$ cat config.mk
export PLATFORM = sky130hd
export DESIGN_NAME = motion_offset_core
export DESIGN_NICKNAME = d
export VERILOG_FILES = /design/src/hw/accel_motion_pkg.sv /design/src/hw/offset_adder.sv /design/src/hw/motion_offset_core.sv
export SDC_FILE = /design/constraint.sdc
export NUM_CORES = 1
export LEC_CHECK = 0
export BUFFER_PORTS_ARGS = -buffer_cell sky130_fd_sc_hd__clkbuf_2
export CORE_ASPECT_RATIO = 0.8
export CORE_MARGIN = 4
export CORE_UTILIZATION = 64
export CTS_CLUSTER_SIZE = 14
export DETAILED_ROUTE_END_ITERATION = 10
export PLACE_DENSITY_LB_ADDON = 0.05
export RECOVER_POWER = 100
export SLEW_MARGIN = 25
export SYNTH_ARGS = -nofsm -noshare
export SYNTH_HDL_FRONTEND = slang
export SYNTH_SLANG_ARGS = --single-unit
$ cat constraint.sdc
create_clock -name clk -period 5.6 [get_ports clk]
set_input_delay 0.84 -clock clk [delete_from_list [all_inputs] [get_ports clk]]
set_output_delay 0.84 -clock clk [all_outputs]
set_load 0.03 [all_outputs]
$ cat src/hw/accel_motion_pkg.sv
// shared constants, register map and carrier types of the motion and offset core
package accel_motion_pkg;

  ////////////////////////////////////////////////////////////////////////////
  // widths and shifts
  localparam int SAMPLE_W     = 13;
  localparam int OUT_W        = 16;
  localparam int RATE_W       = 4;
  localparam int IDX_W        = 6;
  localparam int DEC_W        = 16;
  localparam int FILT_SHIFT   = 2;
  localparam int THRESH_SHIFT = 4;

  ////////////////////////////////////////////////////////////////////////////
  // register indices, byte address is four times the index
  localparam logic [IDX_W-1:0] IDX_TAP_THRESH  = 6'h1d;
  localparam logic [IDX_W-1:0] IDX_X_OFS       = 6'h1e;
  localparam logic [IDX_W-1:0] IDX_Y_OFS       = 6'h1f;
  localparam logic [IDX_W-1:0] IDX_Z_OFS       = 6'h20;
  localparam logic [IDX_W-1:0] IDX_TAP_DUR     = 6'h21;
  localparam logic [IDX_W-1:0] IDX_ACT_THRESH  = 6'h24;
  localparam logic [IDX_W-1:0] IDX_INACT_THR   = 6'h25;
  localparam logic [IDX_W-1:0] IDX_INACT_TIME  = 6'h26;
  localparam logic [IDX_W-1:0] IDX_ACT_CTRL    = 6'h27;
  localparam logic [IDX_W-1:0] IDX_TAP_AXES    = 6'h2a;
  localparam logic [IDX_W-1:0] IDX_STATUS      = 6'h2b;
  localparam logic [IDX_W-1:0] IDX_RATE        = 6'h2c;
  localparam logic [IDX_W-1:0] IDX_CAUSE       = 6'h30;
  localparam logic [IDX_W-1:0] IDX_FORMAT      = 6'h31;
  localparam logic [IDX_W-1:0] IDX_X_OUT       = 6'h32;
  localparam logic [IDX_W-1:0] IDX_Y_OUT       = 6'h33;
  localparam logic [IDX_W-1:0] IDX_Z_OUT       = 6'h34;

  ////////////////////////////////////////////////////////////////////////////
  // field positions
  localparam int TAP_ENH_BIT    = 3;
  localparam int STAT_ASLEEP    = 3;
  localparam int STAT_SIGN_LSB  = 4;
  localparam int LOW_POWER_BIT  = 4;
  localparam int FULL_RES_BIT   = 3;
  localparam int LINK_BIT       = 0;
  localparam int AUTO_SLEEP_BIT = 1;
  localparam int ACT_EN_BIT     = 2;
  localparam int INACT_EN_BIT   = 3;
  localparam int CAUSE_DREADY   = 7;
  localparam int CAUSE_TAP      = 6;
  localparam int CAUSE_ACT      = 4;
  localparam int CAUSE_INACT    = 3;

  ////////////////////////////////////////////////////////////////////////////
  // rate codes and reset values
  localparam logic [RATE_W-1:0] MAX_RATE_CODE   = 4'hf;
  localparam logic [RATE_W-1:0] SLEEP_RATE_RST  = 4'h3;
  localparam logic [7:0]        OFS_RST         = 8'h00;
  localparam logic [7:0]        RATE_RST        = 8'h0a;
  localparam logic [7:0]        ZERO_RST        = 8'h00;

  ////////////////////////////////////////////////////////////////////////////
  // carriers
  typedef struct packed {
    logic signed [SAMPLE_W-1:0] x;
    logic signed [SAMPLE_W-1:0] y;
    logic signed [SAMPLE_W-1:0] z;
  } accel_s;

  typedef struct packed {
    logic [2:0][7:0] ofs;
    logic [7:0]      tap_thr;
    logic [7:0]      tap_dur;
    logic [7:0]      act_thr;
    logic [7:0]      inact_thr;
    logic [7:0]      inact_time;
    logic [7:0]      act_ctrl;
    logic [7:0]      tap_axes;
    logic [7:0]      rate;
    logic [7:0]      format;
  } cfg_s;

  localparam cfg_s CFG_RST = '{ofs: {OFS_RST, OFS_RST, OFS_RST}, tap_thr: ZERO_RST, tap_dur: ZERO_RST,
                               act_thr: ZERO_RST, inact_thr: ZERO_RST, inact_time: ZERO_RST,
                               act_ctrl: ZERO_RST, tap_axes: ZERO_RST, rate: RATE_RST, format: ZERO_RST};

  typedef enum logic {
    TAP_IDLE = 1'b0,
    TAP_HIGH = 1'b1
  } tap_state_e;

endpackage

$ cat src/hw/offset_adder.sv
// per-axis offset scaling and saturating addition
module offset_adder
  import accel_motion_pkg::*;
(
  input  wire logic signed [SAMPLE_W-1:0] sample,
  input  wire logic        [7:0]          offset,
  input  wire logic                       full_res,
  input  wire logic        [1:0]          range,
  output logic signed      [OUT_W-1:0]    result
);

  localparam int SW = SAMPLE_W + 3;

  logic signed [SW-1:0]       ofs_ext;
  logic signed [SW-1:0]       scaled;
  logic signed [SW-1:0]       sum;
  logic signed [SW-1:0]       max_v;
  logic signed [SW-1:0]       min_v;
  logic signed [SAMPLE_W-1:0] clamped;

  always_comb begin
    ofs_ext = SW'(signed'(offset));
    max_v   = SW'((1 << (SAMPLE_W - 1)) - 1);
    min_v   = -max_v - SW'(1);
    // one offset step is a fixed acceleration, scaled to the output step
    if (full_res) begin
      scaled = ofs_ext <<< 2;
    end else begin
      case (range)
        2'h0:    scaled = ofs_ext <<< 2;
        2'h1:    scaled = ofs_ext <<< 1;
        2'h2:    scaled = ofs_ext;
        default: scaled = ofs_ext >>> 1;
      endcase
    end
    sum = SW'(sample) + scaled;
    if (sum > max_v) begin
      clamped = max_v[SAMPLE_W-1:0];
    end else if (sum < min_v) begin
      clamped = min_v[SAMPLE_W-1:0];
    end else begin
      clamped = sum[SAMPLE_W-1:0];
    end
    result = OUT_W'(clamped);
  end

endmodule

$ cat src/hw/motion_offset_core.sv
// motion detection, link and auto-sleep sequencing, offset correction and apb registers
////////////////////////////////////////////////////////////////////////////////
// Overview of operation
// enhanced tap runs on filtered output-rate data
// enhanced tap uses ac-coupled sample differences
// software keeps tap timings above one step
// negative acceleration reports negative tap sign
// output rates decimate one common sample stream
// activity and normal tap use undecimated samples
// with link, activity armed only after inactivity
// reading interrupt cause clears pending flags
// no auto-sleep while activity flag pending
// status shows asleep bit while sleeping
// low power keeps data ready and samples
// inactivity sleeps, slows rate, swaps detectors
// activity wakes, restores rate, swaps detectors
// per-axis signed offset added to samples
// offset step fixed, rescaled to resolution
// full resolution shifts offset left two
// offsets return to zero on reset
// software negates and rounds measured error
// software averages enough samples when calibrating
// corrected sum saturates instead of wrapping
////////////////////////////////////////////////////////////////////////////////
module motion_offset_core
  import accel_motion_pkg::*;
#(
  parameter logic [RATE_W-1:0] SLEEP_RATE_CODE = SLEEP_RATE_RST
)(
  input  wire logic         clk,
  input  wire logic         rstn,
  input  wire logic         psel,
  input  wire logic         penable,
  input  wire logic         pwrite,
  input  wire logic [7:0]   paddr,
  input  wire logic [31:0]  pwdata,
  output logic      [31:0]  prdata,
  output logic              pready,
  output logic              pslverr,
  input  wire logic         sample_valid,
  input  wire accel_s       sample,
  output logic              data_ready,
  output logic              asleep,
  output logic              low_power_mode
);

  ////////////////////////////////////////////////////////////////////////////
  // declarations
  cfg_s                       cfg_ff, nxt_cfg;
  logic [31:0]                prdata_ff, nxt_prdata, rd_word;
  logic                       err_ff, nxt_err, rd_err;
  logic [7:0]                 cause_ff, nxt_cause, cause_set, cause_clr;
  logic [7:0]                 status_ff, nxt_status;
  logic [IDX_W-1:0]           idx;
  logic                       cause_read;

  logic signed [SAMPLE_W-1:0] raw        [3];
  logic signed [SAMPLE_W-1:0] filt_ff    [3];
  logic signed [SAMPLE_W-1:0] nxt_filt   [3];
  logic signed [SAMPLE_W-1:0] prev_ff    [3];
  logic signed [SAMPLE_W-1:0] nxt_prev   [3];
  logic signed [SAMPLE_W:0]   fdiff      [3];
  logic signed [OUT_W-1:0]    out_ff     [3];
  logic signed [OUT_W-1:0]    nxt_out    [3];
  logic signed [OUT_W-1:0]    adj        [3];
  logic [DEC_W-1:0]           dec_cnt_ff, nxt_dec, div_m1;
  logic [RATE_W-1:0]          rate_code;
  logic                       odr_tick;
  logic                       data_ready_ff, nxt_dready;

  tap_state_e                 tap_state_ff, nxt_tap_state;
  logic [7:0]                 tap_cnt_ff, nxt_tap_cnt;
  logic [2:0]                 tap_axis_ff, nxt_tap_axis;
  logic [2:0]                 tap_neg_ff, nxt_tap_neg;
  logic signed [SAMPLE_W:0]   tap_val    [3];
  logic [2:0]                 over, first, negm;
  logic [SAMPLE_W:0]          tap_lim, act_lim, inact_lim;
  logic                       enh, tap_valid, tap_event;

  logic                       act_armed_ff, nxt_act_armed;
  logic                       inact_armed_ff, nxt_inact_armed;
  logic                       asleep_ff, nxt_asleep;
  logic [7:0]                 quiet_cnt_ff, nxt_quiet_cnt;
  logic                       link_on, auto_on, act_eff, inact_eff;
  logic                       act_over, quiet, act_event, inact_event;

  function automatic logic [SAMPLE_W:0] mag(input logic signed [SAMPLE_W:0] v);
    mag = v[SAMPLE_W] ? (SAMPLE_W + 1)'(-v) : v;
  endfunction

  ////////////////////////////////////////////////////////////////////////////
  // apb register file
  assign idx        = paddr[IDX_W+1:2];
  assign cause_read = psel && penable && !pwrite && (idx == IDX_CAUSE) && !err_ff;

  always_comb begin
    nxt_cfg = cfg_ff;
    rd_word = '0;
    rd_err  = (paddr[1:0] != 2'b00);
    case (idx)
      IDX_TAP_THRESH: rd_word[7:0] = cfg_ff.tap_thr;
      IDX_X_OFS:      rd_word[7:0] = cfg_ff.ofs[0];
      IDX_Y_OFS:      rd_word[7:0] = cfg_ff.ofs[1];
      IDX_Z_OFS:      rd_word[7:0] = cfg_ff.ofs[2];
      IDX_TAP_DUR:    rd_word[7:0] = cfg_ff.tap_dur;
      IDX_ACT_THRESH: rd_word[7:0] = cfg_ff.act_thr;
      IDX_INACT_THR:  rd_word[7:0] = cfg_ff.inact_thr;
      IDX_INACT_TIME: rd_word[7:0] = cfg_ff.inact_time;
      IDX_ACT_CTRL:   rd_word[7:0] = cfg_ff.act_ctrl;
      IDX_TAP_AXES:   rd_word[7:0] = cfg_ff.tap_axes;
      IDX_STATUS:     rd_word[7:0] = {status_ff[7:4], asleep_ff, status_ff[2:0]};
      IDX_RATE:       rd_word[7:0] = cfg_ff.rate;
      IDX_CAUSE:      rd_word[7:0] = cause_ff;
      IDX_FORMAT:     rd_word[7:0] = cfg_ff.format;
      IDX_X_OUT:      rd_word[OUT_W-1:0] = out_ff[0];
      IDX_Y_OUT:      rd_word[OUT_W-1:0] = out_ff[1];
      IDX_Z_OUT:      rd_word[OUT_W-1:0] = out_ff[2];
      default:        rd_err = 1'b1;
    endcase
    if (psel && penable && pwrite && !err_ff) begin
      case (idx)
        IDX_TAP_THRESH: nxt_cfg.tap_thr    = pwdata[7:0];
        IDX_X_OFS:      nxt_cfg.ofs[0]     = pwdata[7:0];
        IDX_Y_OFS:      nxt_cfg.ofs[1]     = pwdata[7:0];
        IDX_Z_OFS:      nxt_cfg.ofs[2]     = pwdata[7:0];
        IDX_TAP_DUR:    nxt_cfg.tap_dur    = pwdata[7:0];
        IDX_ACT_THRESH: nxt_cfg.act_thr    = pwdata[7:0];
        IDX_INACT_THR:  nxt_cfg.inact_thr  = pwdata[7:0];
        IDX_INACT_TIME: nxt_cfg.inact_time = pwdata[7:0];
        IDX_ACT_CTRL:   nxt_cfg.act_ctrl   = pwdata[7:0];
        IDX_TAP_AXES:   nxt_cfg.tap_axes   = pwdata[7:0];
        IDX_RATE:       nxt_cfg.rate       = pwdata[7:0];
        IDX_FORMAT:     nxt_cfg.format     = pwdata[7:0];
        default:        nxt_cfg = cfg_ff;
      endcase
    end
    // read data and error are latched in the setup cycle
    nxt_prdata = (psel && !penable) ? rd_word : prdata_ff;
    nxt_err    = (psel && !penable) ? rd_err : err_ff;
    // only bits the host actually saw are cleared, a new event wins
    cause_set  = {odr_tick, tap_event, 1'b0, act_event, inact_event, 3'b000};
    cause_clr  = cause_read ? prdata_ff[7:0] : 8'h00;
    nxt_cause  = (cause_ff & ~cause_clr) | cause_set;
    nxt_status = tap_event ? {1'b0, tap_neg_ff, 1'b0, tap_axis_ff} : status_ff;
  end

  always_ff @(posedge clk or negedge rstn) begin
    if (!rstn) begin
      cfg_ff    <= CFG_RST;
      prdata_ff <= '0;
      err_ff    <= 1'b0;
      cause_ff  <= '0;
      status_ff <= '0;
    end else begin
      cfg_ff    <= nxt_cfg;
      prdata_ff <= nxt_prdata;
      err_ff    <= nxt_err;
      cause_ff  <= nxt_cause;
      status_ff <= nxt_status;
    end
  end

  assign prdata  = prdata_ff;
  assign pready  = psel && penable;
  assign pslverr = psel && penable && err_ff;

  ////////////////////////////////////////////////////////////////////////////
  // sample path: decimation, filter, offset correction
  assign raw[0] = sample.x;
  assign raw[1] = sample.y;
  assign raw[2] = sample.z;

  generate
    for (genvar a = 0; a < 3; a++) begin : g_axis
      offset_adder u_ofs (
        .sample   (filt_ff[a]),
        .offset   (cfg_ff.ofs[a]),
        .full_res (cfg_ff.format[FULL_RES_BIT]),
        .range    (cfg_ff.format[1:0]),
        .result   (adj[a])
      );
    end
  endgenerate

  always_comb begin
    rate_code  = asleep_ff ? SLEEP_RATE_CODE : cfg_ff.rate[RATE_W-1:0];
    div_m1     = (DEC_W'(1) << (MAX_RATE_CODE - rate_code)) - DEC_W'(1);
    odr_tick   = sample_valid && (dec_cnt_ff >= div_m1);
    nxt_dec    = !sample_valid ? dec_cnt_ff : (odr_tick ? '0 : dec_cnt_ff + DEC_W'(1));
    nxt_dready = odr_tick;
    for (int a = 0; a < 3; a++) begin
      fdiff[a]    = (SAMPLE_W + 1)'(raw[a]) - (SAMPLE_W + 1)'(filt_ff[a]);
      nxt_filt[a] = sample_valid ? filt_ff[a] + SAMPLE_W'(fdiff[a] >>> FILT_SHIFT) : filt_ff[a];
      nxt_prev[a] = odr_tick ? filt_ff[a] : prev_ff[a];
      nxt_out[a]  = odr_tick ? adj[a] : out_ff[a];
    end
  end

  always_ff @(posedge clk or negedge rstn) begin
    if (!rstn) begin
      dec_cnt_ff    <= '0;
      data_ready_ff <= 1'b0;
      for (int a = 0; a < 3; a++) begin
        filt_ff[a] <= '0;
        prev_ff[a] <= '0;
        out_ff[a]  <= '0;
      end
    end else begin
      dec_cnt_ff    <= nxt_dec;
      data_ready_ff <= nxt_dready;
      for (int a = 0; a < 3; a++) begin
        filt_ff[a] <= nxt_filt[a];
        prev_ff[a] <= nxt_prev[a];
        out_ff[a]  <= nxt_out[a];
      end
    end
  end

  assign data_ready     = data_ready_ff;
  assign low_power_mode = cfg_ff.rate[LOW_POWER_BIT];

  ////////////////////////////////////////////////////////////////////////////
  // tap detection
  always_comb begin
    enh       = cfg_ff.tap_axes[TAP_ENH_BIT];
    tap_lim   = (SAMPLE_W + 1)'(cfg_ff.tap_thr) << THRESH_SHIFT;
    tap_valid = enh ? odr_tick : sample_valid;
    for (int a = 0; a < 3; a++) begin
      tap_val[a]  = enh ? (SAMPLE_W + 1)'(filt_ff[a]) - (SAMPLE_W + 1)'(prev_ff[a])
                        : (SAMPLE_W + 1)'(raw[a]);
      over[2-a]   = cfg_ff.tap_axes[2-a] && (mag(tap_val[a]) >= tap_lim);
      negm[2-a]   = over[2-a] && tap_val[a][SAMPLE_W];
    end
    first         = {over[2], over[1] && !over[2], over[0] && !over[1] && !over[2]};
    nxt_tap_state = tap_state_ff;
    nxt_tap_cnt   = tap_cnt_ff;
    nxt_tap_axis  = tap_axis_ff;
    nxt_tap_neg   = tap_neg_ff;
    tap_event     = 1'b0;
    unique case (tap_state_ff)
      TAP_IDLE: begin
        if (tap_valid && (|over)) begin
          nxt_tap_state = TAP_HIGH;
          nxt_tap_cnt   = 8'h01;
          nxt_tap_axis  = first;
          nxt_tap_neg   = negm;
        end
      end
      TAP_HIGH: begin
        if (tap_valid) begin
          if (|over) begin
            nxt_tap_cnt = (tap_cnt_ff != 8'hff) ? tap_cnt_ff + 8'h01 : tap_cnt_ff;
          end else begin
            nxt_tap_state = TAP_IDLE;
            tap_event     = (tap_cnt_ff <= cfg_ff.tap_dur);
          end
        end
      end
    endcase
  end

  always_ff @(posedge clk or negedge rstn) begin
    if (!rstn) begin
      tap_state_ff <= TAP_IDLE;
      tap_cnt_ff   <= '0;
      tap_axis_ff  <= '0;
      tap_neg_ff   <= '0;
    end else begin
      tap_state_ff <= nxt_tap_state;
      tap_cnt_ff   <= nxt_tap_cnt;
      tap_axis_ff  <= nxt_tap_axis;
      tap_neg_ff   <= nxt_tap_neg;
    end
  end

  ////////////////////////////////////////////////////////////////////////////
  // activity, inactivity, link and auto-sleep
  always_comb begin
    link_on   = cfg_ff.act_ctrl[LINK_BIT];
    auto_on   = cfg_ff.act_ctrl[AUTO_SLEEP_BIT];
    act_lim   = (SAMPLE_W + 1)'(cfg_ff.act_thr) << THRESH_SHIFT;
    inact_lim = (SAMPLE_W + 1)'(cfg_ff.inact_thr) << THRESH_SHIFT;
    act_eff   = !link_on || act_armed_ff;
    inact_eff = !link_on || inact_armed_ff;
    act_over  = 1'b0;
    quiet     = 1'b1;
    for (int a = 0; a < 3; a++) begin
      if (mag((SAMPLE_W + 1)'(raw[a])) >= act_lim) begin
        act_over = 1'b1;
      end
      if (mag((SAMPLE_W + 1)'(raw[a])) >= inact_lim) begin
        quiet = 1'b0;
      end
    end
    act_event   = sample_valid && cfg_ff.act_ctrl[ACT_EN_BIT] && act_eff && act_over;
    inact_event = sample_valid && cfg_ff.act_ctrl[INACT_EN_BIT] && inact_eff && quiet &&
                  (quiet_cnt_ff >= cfg_ff.inact_time);
    nxt_quiet_cnt = quiet_cnt_ff;
    if (sample_valid) begin
      nxt_quiet_cnt = (!quiet || inact_event) ? 8'h00 :
                      ((quiet_cnt_ff != 8'hff) ? quiet_cnt_ff + 8'h01 : quiet_cnt_ff);
    end
    nxt_act_armed   = act_armed_ff;
    nxt_inact_armed = inact_armed_ff;
    if (!link_on) begin
      nxt_act_armed   = 1'b0;
      nxt_inact_armed = 1'b1;
    end else if (act_event) begin
      nxt_act_armed   = 1'b0;
      nxt_inact_armed = 1'b1;
    end else if (inact_event) begin
      nxt_act_armed   = 1'b1;
      nxt_inact_armed = 1'b0;
    end
    nxt_asleep = asleep_ff;
    if (!(link_on && auto_on)) begin
      nxt_asleep = 1'b0;
    end else if (asleep_ff && act_event) begin
      nxt_asleep = 1'b0;
    end else if (!asleep_ff && inact_event && !cause_ff[CAUSE_ACT] && !act_event) begin
      nxt_asleep = 1'b1;
    end
  end

  always_ff @(posedge clk or negedge rstn) begin
    if (!rstn) begin
      act_armed_ff   <= 1'b0;
      inact_armed_ff <= 1'b1;
      asleep_ff      <= 1'b0;
      quiet_cnt_ff   <= '0;
    end else begin
      act_armed_ff   <= nxt_act_armed;
      inact_armed_ff <= nxt_inact_armed;
      asleep_ff      <= nxt_asleep;
      quiet_cnt_ff   <= nxt_quiet_cnt;
    end
  end

  assign asleep = asleep_ff;
endmodule

==> impl_results.md <==
* Largest net degree at the start of global routing at 128
* Global-route wire length before repair at 118000 µm
* Skew-Pair Late Insertion Delay at 0.61 ns
* Rows at 63
* Data arrival time of the worst path at 5.79 ns
* Delay-heaviest family, CP: compound AO/OA/AOI/OAI gates
* Final hold vios at 0
* Vias per std cell at 6.52
* Final setup fails at 0
* Register Area at 7110 µm²
* H-tree depth at 1
* Crit path buffers/inverters at 2
* Static leakage at 12.1 nW
* Starting DRT DRC Count at 2263
* CP Capture Type: flop
* Hold path depth at 2
* Synth cell types at 99
* Netlist area before placement at 24500 µm²
* Yosys reg bits at 284
* Total track usage at 35.3%
* Fmax at 188 MHz
* Inserted Diodes at 0
* DP Worst Slack at 0.165 ns
* Hold Crit Class: flop to flop
* Initial Util at 65.5%
* Crit-path cells: inv_1 -> ha_1 -> fa_1 -> nor2b_2 -> o211ai_1 -> a31o_2 -> a21o_1 -> a211oi_2 -> o211ai_1 -> o21ai_0 -> xnor2_1 -> ha_1 -> o21ai_1 -> a21oi_1 -> a2111oi_4 -> a21oi_1 -> a311o_1 -> o211a_4 -> nor4_4 -> buf_4 -> mux2_2
* Routed WL per cell at 21.8 µm
* CTS buffer count at 31
* Reg2Reg Depth at 21
* RSZ-0062 raised after global routing: yes
* Max stage delay on crit path at 0.42 ns
* Max stage delay cell, worst path: fa_1
* DRT Pass-1 Iters at 6
* Share of cells above drive strength 1 at 11.0%
* Predominant post-synthesis flop cell: dfrtp_1
* CTS tree: done
* Maximum VDD drop at 0.000548 V
* Seq/Total Area, Yosys at 29.0%
* Clk slew on worst S/H paths at 0.06 ns
* Die Ht at 183 µm
* Mapped Cells at 2862
* CP Class: flop to flop
* Startpoint types: flop
* Die Area at 41500 µm²
* Routed wire length at 74600 µm
* Routed Antenna Nets at 0
* Synth-to-layout area growth at 8.68%
* Status: finished, violations left
* Core Area at 37400 µm²
* Warnings, synthesis at 0
* Final Wtd Congestion at 1.02
* Post-DP Area at 25500 µm²
* Worst-path fanout max at 7
* Gr ovfl total at 0
* CTS Buffer Depth at 3
* Placed cell count at 3370
* Nets at 3277
* Pwr/cell area at 449 nW/µm²
* Synth Area per Inst at 8.57 µm²
* Clk sinks at 284
* Req. time, crit path at 6.07 ns
* IO Pins at 122
* Final worst-path cycle share at 95.0%
* Cell count along the critical path at 21
* Max Cap Viol at 3
* Slew Viols, Final at 174
* Vias in the first global route at 21500
* Finished Layout Cells at 3431
* FFs w/ async S/R, synth at 100%
* Post-synth EDFFs at 0
* Root Buffer: clkbuf_16
* Total number of vias at 22400
* Post-DP HPWL at 56900 µm
* Drt drc at 0
* Layout fillers at 2985
* Post-Layout Inst Area at 26700 µm²
* Rel. slew slack at -62.4%
* Final setup margin at 0.278 ns
* Fin Clk Skew at 0.0287 ns
* Area of the multi-input gates at 16200 µm²
* Failing checks: capacitance limit, slew limit
* Fin crit period at 5.32 ns
* I/O Buffers at 81
* Initial antenna violation count at 1
* Die width at 227 µm
* R2r setup slk at 0.28 ns
* Worst slew pin tran at 2.44 ns
==> power breakdown <==
group | switching [W] | total (W) | internal, W
Combinational | 0.00397 | 0.00701 | 0.00304
Clock | 0.000919 | 0.00234 | 0.00142
Sequential | 0.000323 | 0.00262 | 0.00230
==> cells by family (layout without fill, tap and decap cells) <==
family	Yosys count	in the layout	synth area share (%)
AO/OA/AOI/OAI	819	819	22.5
XOR/XNOR	157	157	5.61
adder cells (fa/ha/maj)	296	296	15.1
buffers and inverters	346	413	5.78
flip-flops	284	284	29.0
multiplexers	121	121	5.42
other	2	17	0.0306
AND/OR/NAND/NOR	837	837	16.5
==> path summary, 6_finish.rpt <==
kind,from,to
min,prev_ff[16]$_DFFE_PN0P_,prev_ff[16]$_DFFE_PN0P_
min reg2reg,prev_ff[16]$_DFFE_PN0P_,prev_ff[16]$_DFFE_PN0P_
max in group asynchronous,rstn,dec_cnt_ff[12]$_DFFE_PN0P_
min in group asynchronous,rstn,prev_ff[5]$_DFFE_PN0P_
max,filt_ff[13]$_DFFE_PN0P_,status_ff[0]$_DFFE_PN0P_
max reg2reg,filt_ff[13]$_DFFE_PN0P_,status_ff[0]$_DFFE_PN0P_
==> synthesized netlist by cell type, types with 17 or more instances <==
cell      number  area (µm²)
a21oi_1      152         761
a221oi_1      32         280
maj3_1        24         240
xor2_1        43         377
or2_2         17         106
nor2_1       188         706
and3_1        18         113
dfrtp_1      281        7030
xnor2_1      114         998
and2_1        18         113
nand2_1      273        1020
nand4_1       28         175
o21a_1        21         158
o31ai_1       32         240
o21ai_0      237        1190
clkbuf_1      81         304
ha_1         263        3290
a31oi_1       19         119
mux2_2        93        1050
inv_1        213         800
nor3_1        48         240
nand2b_1      43         269
buf_4         24         180
nor2b_1       42         263
or3_1         26         163
nand3_1       67         335
a22oi_1       44         330
o21bai_1      19         143
a21o_1        74         556
mux2i_1       27         270
==> layout by cell type, fill, tap and decap left out, types with 13 or more instances in the layout <==
master	count
mux2i_1	26
or3_1	26
nor2_1	186
a21o_1	74
a22oi_1	44
buf_4	48
o31ai_1	30
clkbuf_1	38
nor3_1	47
nand3_1	67
a31oi_1	19
xor2_1	43
dfrtp_1	280
xnor2_1	113
mux2_2	93
and3_1	18
or2_2	17
a22o_1	14
o21bai_1	19
and2_1	15
a221oi_1	32
nor4_1	14
conb_1	17
clkbuf_16	31
maj3_1	24
nand4_1	28
nand2b_1	43
o31a_1	13
a21oi_1	151
ha_1	263
o211ai_1	15
clkbuf_2	58
o21ai_0	234
inv_1	213
nand2_1	273
nor2b_1	40
o21a_1	21
==> cell type report <==
cell class                      instances  area share [%]
Timing Repair Buffer                  143            3.08
Tap cell                              487            2.29
Multi-Input combinational cell       2247            60.6
Inverter                              213            3.00
Clock inverter                         14           0.934
Sequential cell                       284            26.7
Clock buffer                           43            3.42
==> what timing repair did <==
action | CTS | global route
setup endpoints to repair | 0 | 19
setup buffers | 0 | 3
resized for setup | 0 | 23
endpoints found under the hold margin | 0 | 0
hold buffers | 0 | 0
==> flip-flops by register name, summed over array words and instances (netlist names), 3 cells and up, named ones only <==
register,flops
tap_axis_ff,3
cfg_ff,86
out_ff,39
tap_cnt_ff,8
act_lim,8
quiet_cnt_ff,8
status_ff,6
filt_ff,39
tap_neg_ff,3
prdata,13
cause_ff,8
dec_cnt_ff,16
prev_ff,39
==> routing by layer <==
| layer | routed length [µm] | global-route usage (%) | part of all wire (%) |
|---|---|---|---|
| met5 | 13 | 0 | 0.017 |
| met1 | 33000 | 51.2 | 44 |
| met2 | 32500 | 54.9 | 43 |
| met4 | 2560 | 10.5 | 3.4 |
| met3 | 6650 | 5.63 | 8.9 |
==> worst reg2reg max path: stages (launching register included) <==
cell	delay, ns
dfrtp_1	0.34
inv_1	0.07
ha_1	0.23
fa_1	0.42
nor2b_2	0.17
o211ai_1	0.14
a31o_2	0.31
a21o_1	0.17
a211oi_2	0.29
o211ai_1	0.18
o21ai_0	0.22
xnor2_1	0.10
ha_1	0.34
o21ai_1	0.12
a21oi_1	0.11
a2111oi_4	0.36
a21oi_1	0.15
a311o_1	0.39
o211a_4	0.30
nor4_4	0.24
buf_4	0.21
mux2_2	0.34
==> metrics by stage <==
step	TNS, ns	hold slack [ns]	total power (W)	utilization (%)
CTS	0	0.370	0.0118	71.1
floorplan	0	0.444	0.00787	-
finish	0	0.476	0.0120	71.2
detailed placement	0	0.470	0.00946	68.0
global route	-0.0376	0.509	0.0129	71.2
global placement	0	0.461	0.00916	68.0
Power figures use the tool's default switching activity.
